==> src/rtl/dtlbro_pkg.sv <==
// package: constants and types for the data tlb read-out and fault block
package dtlbro_pkg;

    // ==========================================
    // special register numbers (chosen)
    localparam logic [9:0] SPR_TAG_SNAPSHOT = 10'h318;
    localparam logic [9:0] SPR_DATA_SNAPSHOT_0 = 10'h319;
    localparam logic [9:0] SPR_DATA_SNAPSHOT_1 = 10'h31A;
    localparam logic [9:0] SPR_CURRENT_SPACE = 10'h315;

    // ==========================================
    // tag snapshot fields (bit 0 is msb, so lsb index = 31 - big-endian index)
    localparam int TAG_PAGE_LSB = 12;
    localparam int TAG_SUBVALID_LSB = 8;
    localparam int TAG_SIZE_LSB = 5;
    localparam int TAG_COMMON_POS = 4;
    localparam int TAG_SPACE_LSB = 0;

    // ==========================================
    // data snapshot 0 fields
    localparam int D0_REAL_LSB = 12;
    localparam int D0_SIZE_LSB = 9;
    localparam int D0_GROUP_LSB = 5;
    localparam int D0_G_POS = 4;
    localparam int D0_WTHRU_POS = 3;
    localparam int D0_NOCACHE_POS = 2;

    // ==========================================
    // data snapshot 1 fields
    localparam int D1_C_POS = 14;
    localparam int D1_VALID_POS = 13;
    localparam int D1_PRIV_LSB = 9;
    localparam int D1_PRIVTYPE_POS = 8;
    localparam int D1_UPERM_LSB = 0;

    // ==========================================
    // page size codes
    localparam logic [2:0] SIZE_4K = 3'h0;
    localparam logic [2:0] SIZE_16K = 3'h1;
    localparam logic [2:0] SIZE_512K = 3'h3;
    localparam logic [2:0] SIZE_8M = 3'h7;

    // ==========================================
    // reset values
    localparam logic [3:0] CURRENT_SPACE_RST = 4'h0;

    // ==========================================
    // one data tlb entry
    typedef struct packed {
        logic [19:0] effective_page_number;
        logic [3:0] subpage_valid_flags;
        logic [2:0] page_size_code;
        logic common_page_flag;
        logic [3:0] address_space_id;
        logic [19:0] real_page_number;
        logic [3:0] apg;
        logic guarded;
        logic write_through_attr;
        logic no_cache_attr;
        logic change;
        logic entry_valid_flag;
        logic [3:0] priv_subpage_access;
        logic priv_rw_type;
        logic [7:0] uperm;
    } dtlbro_entry_t;

    typedef enum logic [1:0] {
        ST_IDLE = 2'b00,
        ST_LOAD = 2'b01
    } dtlbro_state_t;

endpackage

==> src/rtl/dtlbro_snap_if.sv <==
// interface: entry read port between entry storage and snapshot unit
`timescale 1ns/10ps
interface dtlbro_snap_if;
    logic capture;
    dtlbro_pkg::dtlbro_entry_t entry;
    logic [31:0] tag_word;
    logic [31:0] data0_word;
    logic [31:0] data1_word;
    modport ctrl (output capture, output entry, input tag_word, input data0_word, input data1_word);
    modport snap (input capture, input entry, output tag_word, output data0_word, output data1_word);
endinterface

==> src/rtl/dtlbro_snapshot.sv <==
// snapshot unit: packs a tlb entry into the three read-out words
`timescale 1ns/10ps
module dtlbro_snapshot (
    // clock
    input wire logic ref_clk,
    // port
    dtlbro_snap_if.snap sp
);
    // ==========================================
    // capture, no reset, held until next capture
    logic [31:0] tag_ff;
    logic [31:0] d0_ff;
    logic [31:0] d1_ff;

    always_ff @(posedge ref_clk) begin
        if (sp.capture) begin // RULE1 RULE4 RULE22
            tag_ff <= 32'h0;
            tag_ff[dtlbro_pkg::TAG_PAGE_LSB +: 20] <= sp.entry.effective_page_number;
            tag_ff[dtlbro_pkg::TAG_SUBVALID_LSB +: 4] <= {sp.entry.subpage_valid_flags[0],
                sp.entry.subpage_valid_flags[1], sp.entry.subpage_valid_flags[2],
                sp.entry.subpage_valid_flags[3]}; // RULE5
            tag_ff[dtlbro_pkg::TAG_SIZE_LSB +: 3] <= sp.entry.page_size_code; // RULE6
            tag_ff[dtlbro_pkg::TAG_COMMON_POS] <= sp.entry.common_page_flag;
            tag_ff[dtlbro_pkg::TAG_SPACE_LSB +: 4] <= sp.entry.address_space_id;
            d0_ff <= 32'h0; // RULE9
            d0_ff[dtlbro_pkg::D0_REAL_LSB +: 20] <= sp.entry.real_page_number;
            d0_ff[dtlbro_pkg::D0_SIZE_LSB +: 3] <= sp.entry.page_size_code;
            d0_ff[dtlbro_pkg::D0_GROUP_LSB +: 4] <= ~sp.entry.apg; // RULE10
            d0_ff[dtlbro_pkg::D0_G_POS] <= sp.entry.guarded; // RULE11
            d0_ff[dtlbro_pkg::D0_WTHRU_POS] <= sp.entry.write_through_attr; // RULE12
            d0_ff[dtlbro_pkg::D0_NOCACHE_POS] <= sp.entry.no_cache_attr;
            d1_ff <= 32'h0;
            d1_ff[dtlbro_pkg::D1_C_POS] <= sp.entry.change;
            d1_ff[dtlbro_pkg::D1_VALID_POS] <= sp.entry.entry_valid_flag; // RULE14
            d1_ff[dtlbro_pkg::D1_PRIV_LSB +: 4] <= {sp.entry.priv_subpage_access[0],
                sp.entry.priv_subpage_access[1], sp.entry.priv_subpage_access[2],
                sp.entry.priv_subpage_access[3]}; // RULE15
            d1_ff[dtlbro_pkg::D1_PRIVTYPE_POS] <= sp.entry.priv_rw_type; // RULE16
            d1_ff[dtlbro_pkg::D1_UPERM_LSB +: 8] <= sp.entry.uperm; // RULE17
        end
    end

    assign sp.tag_word = tag_ff;
    assign sp.data0_word = d0_ff;
    assign sp.data1_word = d1_ff;
endmodule

==> src/rtl/dtlbro_top.sv <==
// top: data tlb entry store, read-out registers and tlb fault signalling
// Operation
// RULE1: writing tag read-out copies the indexed data tlb entry into all three read-outs
// RULE2: the written data value is ignored; the write itself triggers capture
// RULE3: writes to either data read-out register change nothing
// RULE4: read-out registers are not reset; undefined until first capture
// RULE5: tag bits 20 to 23 flag validity of the four 1k subpages
// RULE6: page size code 000 4k, 001 16k, 011 512k, 111 8m
// RULE7: unshared entries match only on equal space id; shared skip it
// RULE8: space id compares against the current-space field
// RULE9: data read-out 0 holds page, size, group, attributes; bits 30-31 zero
// RULE10: protection group reads as its bitwise inverse
// RULE11: guarded bit reads 1 for guarded storage
// RULE12: writethrough bit reads 1 for writethrough, 0 for copyback
// RULE13: write to page with clear change bit raises tlb fault
// RULE14: entry valid flag reads 1 for valid entry
// RULE15: bits 19 to 22 grant privileged access per subpage
// RULE16: privileged type bit 0 read-only, 1 read and write
// RULE17: bits 24 to 31 alternate user read and write per subpage
// RULE18: translated fetch missing the instruction tlb raises instruction miss
// RULE19: translated data access missing the data tlb raises data miss
// RULE20: instruction error on invalid page, protection fault or guarded fetch
// RULE21: instruction error cause is recorded in save/restore register 1
// RULE22: read-outs keep their snapshot until the next tag write
`timescale 1ns/10ps
module dtlbro_top #(
    parameter int ENTRIES = 32,
    parameter int IDX_W = $clog2(ENTRIES)
) (
    // clock and reset
    input wire logic ref_clk,
    input wire logic rst,
    // special register move port
    input wire logic spr_wr,
    input wire logic spr_rd,
    input wire logic [9:0] spr_num,
    input wire logic [31:0] spr_wdata,
    output logic [31:0] spr_rdata,
    // entry index from control register
    input wire logic [IDX_W-1:0] data_entry_index,
    // data tlb entry load port
    input wire logic entry_load,
    input wire dtlbro_pkg::dtlbro_entry_t entry_in,
    // data access lookup
    input wire logic data_xlate_enable,
    input wire logic data_req,
    input wire logic data_write,
    input wire logic [19:0] data_page,
    // instruction fetch lookup result
    input wire logic instr_xlate_enable,
    input wire logic fetch_req,
    input wire logic itlb_hit,
    input wire logic itlb_page_valid,
    input wire logic itlb_prot_viol,
    input wire logic itlb_guarded,
    // interrupt requests, error cause and current space field
    output logic itlb_miss_irq,
    output logic dtlb_miss_irq,
    output logic itlb_error_irq,
    output logic dtlb_fault_irq,
    output logic [3:0] itlb_error_cause,
    output logic [3:0] current_space_field
);
    if (ENTRIES < 1 || ENTRIES > (1 << IDX_W)) begin : g_bad_entries
        $error("dtlbro_top: bad ENTRIES");
    end

    // ==========================================
    // entry storage
    dtlbro_pkg::dtlbro_entry_t mem_ff [ENTRIES];

    always_ff @(posedge ref_clk) begin
        if (entry_load)
            mem_ff[data_entry_index] <= entry_in;
    end

    // ==========================================
    // current space register
    logic [3:0] space_ff;
    always_ff @(posedge ref_clk or posedge rst) begin
        if (rst)
            space_ff <= dtlbro_pkg::CURRENT_SPACE_RST;
        else if (spr_wr && spr_num == dtlbro_pkg::SPR_CURRENT_SPACE)
            space_ff <= spr_wdata[3:0];
    end
    always_ff @(posedge ref_clk or posedge rst) begin
        if (rst)
            current_space_field <= 4'h0;
        else
            current_space_field <= space_ff;
    end

    // ==========================================
    // snapshot trigger
    dtlbro_snap_if sif ();
    logic tag_wr;
    assign tag_wr = spr_wr && spr_num == dtlbro_pkg::SPR_TAG_SNAPSHOT; // RULE1 RULE2
    assign sif.capture = tag_wr;
    assign sif.entry = mem_ff[data_entry_index];

    dtlbro_snapshot u_snap (
        .ref_clk(ref_clk),
        .sp(sif.snap)
    );

    // ==========================================
    // read mux; data read-out writes fall through as no-ops
    always_ff @(posedge ref_clk or posedge rst) begin
        if (rst) begin
            spr_rdata <= 32'h0;
        end else if (spr_rd) begin // RULE3
            case (spr_num)
                dtlbro_pkg::SPR_TAG_SNAPSHOT: spr_rdata <= sif.tag_word;
                dtlbro_pkg::SPR_DATA_SNAPSHOT_0: spr_rdata <= sif.data0_word;
                dtlbro_pkg::SPR_DATA_SNAPSHOT_1: spr_rdata <= sif.data1_word;
                dtlbro_pkg::SPR_CURRENT_SPACE: spr_rdata <= {28'h0, space_ff};
                default: spr_rdata <= 32'h0;
            endcase
        end
    end

    // ==========================================
    // data lookup
    logic [ENTRIES-1:0] hit_vec;
    logic [ENTRIES-1:0] nochg_vec;
    genvar g;
    generate
        for (g = 0; g < ENTRIES; g++) begin : g_match
            logic [19:0] mask;
            always_comb begin
                case (mem_ff[g].page_size_code) // RULE6
                    dtlbro_pkg::SIZE_16K: mask = 20'hFFFFC;
                    dtlbro_pkg::SIZE_512K: mask = 20'hFFF80;
                    dtlbro_pkg::SIZE_8M: mask = 20'hFF800;
                    default: mask = 20'hFFFFF;
                endcase
            end
            assign hit_vec[g] = mem_ff[g].entry_valid_flag &&
                ((mem_ff[g].effective_page_number & mask) == (data_page & mask)) &&
                (mem_ff[g].common_page_flag || mem_ff[g].address_space_id == space_ff); // RULE7 RULE8
            assign nochg_vec[g] = hit_vec[g] && !mem_ff[g].change;
        end
    endgenerate

    // ==========================================
    // fault outputs
    always_ff @(posedge ref_clk or posedge rst) begin
        if (rst) begin
            dtlb_miss_irq <= 1'b0;
            dtlb_fault_irq <= 1'b0;
        end else begin
            dtlb_miss_irq <= data_xlate_enable && data_req && hit_vec == '0; // RULE19
            dtlb_fault_irq <= data_xlate_enable && data_req && data_write && |nochg_vec; // RULE13
        end
    end

    always_ff @(posedge ref_clk or posedge rst) begin
        if (rst) begin
            itlb_miss_irq <= 1'b0;
            itlb_error_irq <= 1'b0;
            itlb_error_cause <= 4'h0;
        end else begin
            itlb_miss_irq <= instr_xlate_enable && fetch_req && !itlb_hit; // RULE18
            itlb_error_irq <= instr_xlate_enable && fetch_req && itlb_hit &&
                (!itlb_page_valid || itlb_prot_viol || itlb_guarded); // RULE20
            if (instr_xlate_enable && fetch_req && itlb_hit &&
                (!itlb_page_valid || itlb_prot_viol || itlb_guarded))
                itlb_error_cause <= {!itlb_page_valid, itlb_prot_viol, itlb_guarded, 1'b0}; // RULE21
        end
    end
endmodule

==> config.mk <==
export PLATFORM = sky130hd
export DESIGN_NAME = dtlbro_top
export DESIGN_NICKNAME = d
export VERILOG_FILES = /design/src/rtl/dtlbro_pkg.sv /design/src/rtl/dtlbro_snap_if.sv /design/src/rtl/dtlbro_snapshot.sv /design/src/rtl/dtlbro_top.sv
export SDC_FILE = /design/constraint.sdc
export NUM_CORES = 2
export LEC_CHECK = 0
export BUFFER_PORTS_ARGS = -buffer_cell sky130_fd_sc_hd__buf_2
export CAP_MARGIN = 10
export CORE_MARGIN = 3
export CORE_UTILIZATION = 40
export DETAILED_ROUTE_END_ITERATION = 10
export PLACE_DENSITY = 0.57
export SYNTH_ARGS = -nofsm -noshare
export SYNTH_HDL_FRONTEND = slang
export SYNTH_SLANG_ARGS = --single-unit
export TNS_END_PERCENT = 5
==> constraint.sdc <==
create_clock -name ref_clk -period 2.3 [get_ports ref_clk]
set_input_delay 0 -clock ref_clk [delete_from_list [all_inputs] [get_ports ref_clk]]
set_output_delay 0 -clock ref_clk [all_outputs]
set_load 0.01 [all_outputs]
# [Word level (Yosys, flattened, before mapping)]
# Memories as Yosys holds them, arrays and structs flattened.
# Cells that the tools add are included.
[word_totals] out_inout_bits=44 latchBits=0 mem_bits_rw=2368 input_bits=155 n_memories=1 reg_bits=124 wordCells=452 rom_bits=0
[memory_table] name="mem_ff" depth=32 word_bits=74 read_ports=33 rd_ports_with_merged_regs=0 wr=1 line="dtlbro_top.sv:70" source="dtlbro_pkg::dtlbro_entry_t mem_ff [ENTRIES];"
[classes] n_mux=35 n_mul=0 bitwise=65 div=0 addsub=0 n_shift=0 reduce_logical=176 magnitude_cmp=0 eq_ne=164
[op_table] op="20-bit AND" count=64
[op_table] op="11-bit one-hot mux with 3 select lines" count=32
[op_table] op="20-bit equality test" count=32
[op_table] op="4-bit equality test" count=32
[op_table] op="32-bit one-hot mux with 4 select lines" count=1
[op_table] op="1-bit logical AND" count=106
[op_table] op="3-bit by 1-bit equality test with 1-bit output (second input constant)" count=32
[op_table] op="3-bit by 2-bit equality test with 1-bit output (second input constant)" count=32
[op_table] op="3-bit equality test (second input constant)" count=32
[op_table] op="10-bit equality test (second input constant)" count=4
[op_table] op="1-bit zero test" count=34
[op_table] op="1-bit logical OR" count=34
[op_table] op="32-bit zero test" count=1
[op_table] op="32-bit OR reduction" count=1
[op_table] op="4-bit NOT" count=1
[op_table] op="1-bit two-way mux" count=2

# [Logic depth before layout (Yosys ltp)]
# An unclocked memory read counts as a cell.
[depth] word_depth=10 mapped_depth=12 mapped_depth_nobuf=8

# [Hierarchy]
# A second synthesis with hierarchy kept.
[hier_totals] cells_unflattened=5275 area_unflattened_um2=103179.0
[modules_own_cells] mod="dtlbro_top" cells_each=5174 area_each_um2=100772.9 seq_area_each_um2=72284.3 instances=1
[modules_own_cells] mod="dtlbro_snapshot" cells_each=101 area_each_um2=2406.1 seq_area_each_um2=2222.1 instances=1

# [Worst setup path after synthesis]
# No wires, ideal clock.
[synth_timing] path_type="input to register" start="input data_entry_index[1]" end="memory mem_ff[11][0] in the netlist's numbering (enable)" n_path_buf=4 t_required_ns=1.793 path_slack_ns=-2.762 arrival_ns=4.555 path_stages=6 cell_sequence="clkbuf_1 -> buf_2 -> clkbuf_1 -> clkbuf_1 -> nand3_1 -> nor2_1"
[synth_rtl] element="start: declaration" line="dtlbro_top.sv:40" source="input wire logic [IDX_W-1:0] data_entry_index,"
[synth_rtl] element="end: declaration" line="dtlbro_top.sv:70"
# No word-level cell before the write port.

# [Worst setup path after layout]
[layout_timing] start="register space_ff[1]" end="register dtlb_fault_irq"
[layout_between] elab_chain_len=6 elab_cells_between_ends=130 classes_between="eq/ne (32); reduce/logical (98)"
[layout_rtl] element="start: declaration" line="dtlbro_top.sv:79" source="logic [3:0] space_ff;"
[layout_rtl] element="start signal: assignment" line="dtlbro_top.sv:82" source="space_ff <= dtlbro_pkg::CURRENT_SPACE_RST;"
[layout_rtl] element="start signal: assignment" line="dtlbro_top.sv:84" source="space_ff <= spr_wdata[3:0];"
[layout_rtl] element="4-bit equality test" line="dtlbro_top.sv:140" source="(mem_ff[g].common_page_flag || mem_ff[g].address_space_id == space_ff);"
[layout_rtl] element="1-bit logical OR" line="dtlbro_top.sv:140"
[layout_rtl] element="1-bit logical AND" line="dtlbro_top.sv:139" source="((mem_ff[g].effective_page_number & mask) == (data_page & mask)) &&"
[layout_rtl] element="1-bit logical AND" line="dtlbro_top.sv:141" source="assign nochg_vec[g] = hit_vec[g] && !mem_ff[g].change;"
[layout_rtl] element="32-bit OR reduction (*)" line="dtlbro_top.sv:153" source="dtlb_fault_irq <= data_xlate_enable && data_req && data_write && |nochg_vec;"
[layout_rtl] element="1-bit logical AND (*)" line="dtlbro_top.sv:153"
[layout_rtl] element="end signal: assignment" line="dtlbro_top.sv:153"
[layout_rtl] element="end: declaration" line="dtlbro_top.sv:60" source="output logic dtlb_fault_irq,"
# Mark *: on every way between the ends. The rest lies on a longest branch, timed or not.
# A chain may end at the register's enable or synchronous reset.

==> results.tsv <==
metric	value	unit
cts_tree	done	
status	complete, but fails checks	
tightest_slew	897	ps
arrival	3400	ps
route.detailed.drc	0	
num_vias	58100	
synth.distinct_cells	73	
finalCriticalPeriod	2720	ps
clockBufferDepth	4	
grtUsageMet2	0.402	
antenna_found_initial	12	
grt_pass1_vias	59400	
std_cell_rows	185	
hpwl	229000	um
worst_slack	-415	ps
grt_usage	0.252	
finalSetupViolCount	2	
p_leak	40.7	nW
clk_pin_slew	60	ps
hp-class	in2reg	
max_slew_margin	0.402	
start_util	0.404	
cap_violations	0	
yosys.area.top_type	edfxtp_1	
ir_drop	0.710	mV
gr-total-overflow	0	
ys_seq_area_frac	0.722	
p_per_area	786	nW/um^2
drt-total-wl	336000	um
grt_max_degree	51	
syn_avg_cell_area	19.8	um^2
layout_common_cells	edfxtp_1, buf_4, mux4_2, xnor2_1, a22oi_1	
drt-initial-drc-count	6981	
hold-worst-slack	84.9	ps
rsz0062_at_grt	true	
stdcell_area	126000	um^2
start_kind	register	
fin_skew	39.1	ps
drt_first_pass_iters	5	
critPathRequiredTime	2990	ps
clk_latency	840	ps
die_height	514	um
grt_pass1_wl	469000	um
ant_nets	0	
synth.area.top_cells	edfxtp_1, mux4_2, xnor2_1, xor2_1, a22oi_1	
cts_htree_levels	5	
syn_area	103000	um^2
dieArea	264000	um^2
synthArstFlopShare	0.0189	
num_io_pins	199	
areaGrowthSynthToFinish	22.0	%
hold_violations	0	
use_met1	0.350	
syn_nets	5363	
numCtsBuffers	275	
clock-sinks	2489	
drive_above_1_share	0.321	
core_area	255000	um^2
max_clock_freq	368	MHz
post-place-ws	-1050	ps
final_common_cell	edfxtp_1	
place_area	116000	um^2
path_class	reg2reg	
routabilityCongestion	0.935	
grt_use_met3	0.0490	
finalPower	0.0989	W
synth_top_area_frac	0.711	
worstSetupEndpointType	register	
finalCritPeriodShare	1.18	
layout.nets	6471	
die_x	514	um
synth_ff_type	edfxtp_1	
synth_edf_count	2442	
cp_max_fo	10	
post_drt_wl_per_cell	34.0	um
ys_ff_latch	2489	
port_buffers	169	
slew_violations	0	
clockRootBuffer	clkbuf_16	
via_per_inst	5.88	
violations	setup timing	
grt_busiest_layer	met2	
syn_inst	5208	
yosysWarnings	0	
fillCellCount	20900	
==> final timing paths <==
path	cells after the start	slack, ps	end	from
worst max-delay path	9	-420	dtlb_fault_irq	space_ff[1]
worst min-delay path	5	80	u_snap.sp.data0_word[4]	data_entry_index[1]
worst max register to register	9	-420	dtlb_fault_irq	space_ff[1]
worst min register to register	2	530	spr_rdata[17]	spr_rdata[17]
max in group asynchronous	5	1090	spr_rdata[19]	rst
min in group asynchronous	4	470	itlb_error_cause[2]	rst
==> state kept, by name, summed over array words and instances, names as in the netlist <==
| signal | cells |
|---|---|
| current_space_field | 4 |
| dtlb_fault_irq | 1 |
| spr_rdata | 32 |
| itlb_error_irq | 1 |
| dtlb_miss_irq | 1 |
| u_snap.sp.data1_word | 15 |
| mem_ff | 2368 |
| space_ff | 4 |
| itlb_miss_irq | 1 |
| u_snap.sp.data0_word | 27 |
| u_snap.sp.tag_word | 32 |
| itlb_error_cause | 3 |
==> timing repair <==
action,CTS,global route
buffers inserted,3,26
pin swaps,18,14
hold endpoints to repair,2537,0
setup endpoints to repair,2,3
hold buffers,113,0
gates cloned,0,0
resized for setup,41,25
==> area by class of cell <==
cell class | count | area, um^2 | share of cell area
inverter | 60 | 225 | 0.00179
sequential | 2489 | 74500 | 0.592
timing repair buffer | 1142 | 11300 | 0.0899
antenna | 12 | 30.0 | 0.000239
multi-input combinational | 2348 | 27200 | 0.216
clock inverter | 125 | 992 | 0.00789
clock buffer | 349 | 7320 | 0.0582
tap | 3366 | 4210 | 0.0335
==> cell usage after synthesis, types with 38 or more instances <==
| library cell | instances |
|---|---|
| edfxtp_1 | 2442 |
| mux4_2 | 592 |
| xnor2_1 | 469 |
| a22oi_1 | 302 |
| xor2_1 | 298 |
| nand4_1 | 171 |
| clkbuf_1 | 141 |
| o22ai_1 | 71 |
| nor4_1 | 64 |
| nor2_1 | 61 |
| inv_1 | 60 |
| buf_2 | 55 |
| nand2_1 | 51 |
| dfrtp_1 | 47 |
| nand3_1 | 38 |
==> kinds of logic (layout without fill, tap and decap cells) <==
logic type / Yosys count / count (layout) / share of synthesized area
AO/OA/AOI/OAI: 497 / 497 / 0.0352
multiplexers: 608 / 608 / 0.131
XOR/XNOR: 768 / 768 / 0.0653
buffers and inverters: 371 / 1676 / 0.0201
flip-flops: 2489 / 2489 / 0.722
AND/OR/NAND/NOR: 474 / 474 / 0.0261
other: 1 / 13 / 0.0000364
==> worst max-delay path, cell delays in order (launching register included) <==
cell and delay, ps:
dfrtp_2 450, buf_12 160, xnor2_1 130, a41oi_2 320
a21oi_2 50, nand4_1 260, o22ai_1 160, or4_4 560
a2111oi_4 310, a41oi_2 150
==> per-stage QoR <==
stage	std cells	util	setup TNS, ps
after floorplan	5208	-	-1196600
after global placement	9264	0.453	-2830
after detailed placement	9264	0.453	-3070
after CTS	9853	0.491	-618
after global routing	9880	0.493	-853
final	9891	0.493	-720
==> per-layer routing <==
layer	up-vias	part of all wire
met5	-	0.000039
met4	2	0.035
met3	494	0.082
met2	2594	0.47
met1	31300	0.41
li1	23700	-
==> power by group <==
| part | internal [W] | switching [W] |
|---|---|---|
| Sequential | 0.0504 | 0.000213 |
| Combinational | 0.00281 | 0.00392 |
| Clock | 0.0238 | 0.0178 |
| Total | 0.0770 | 0.0220 |
No activity file was read; power rests on OpenSTA's default activity.
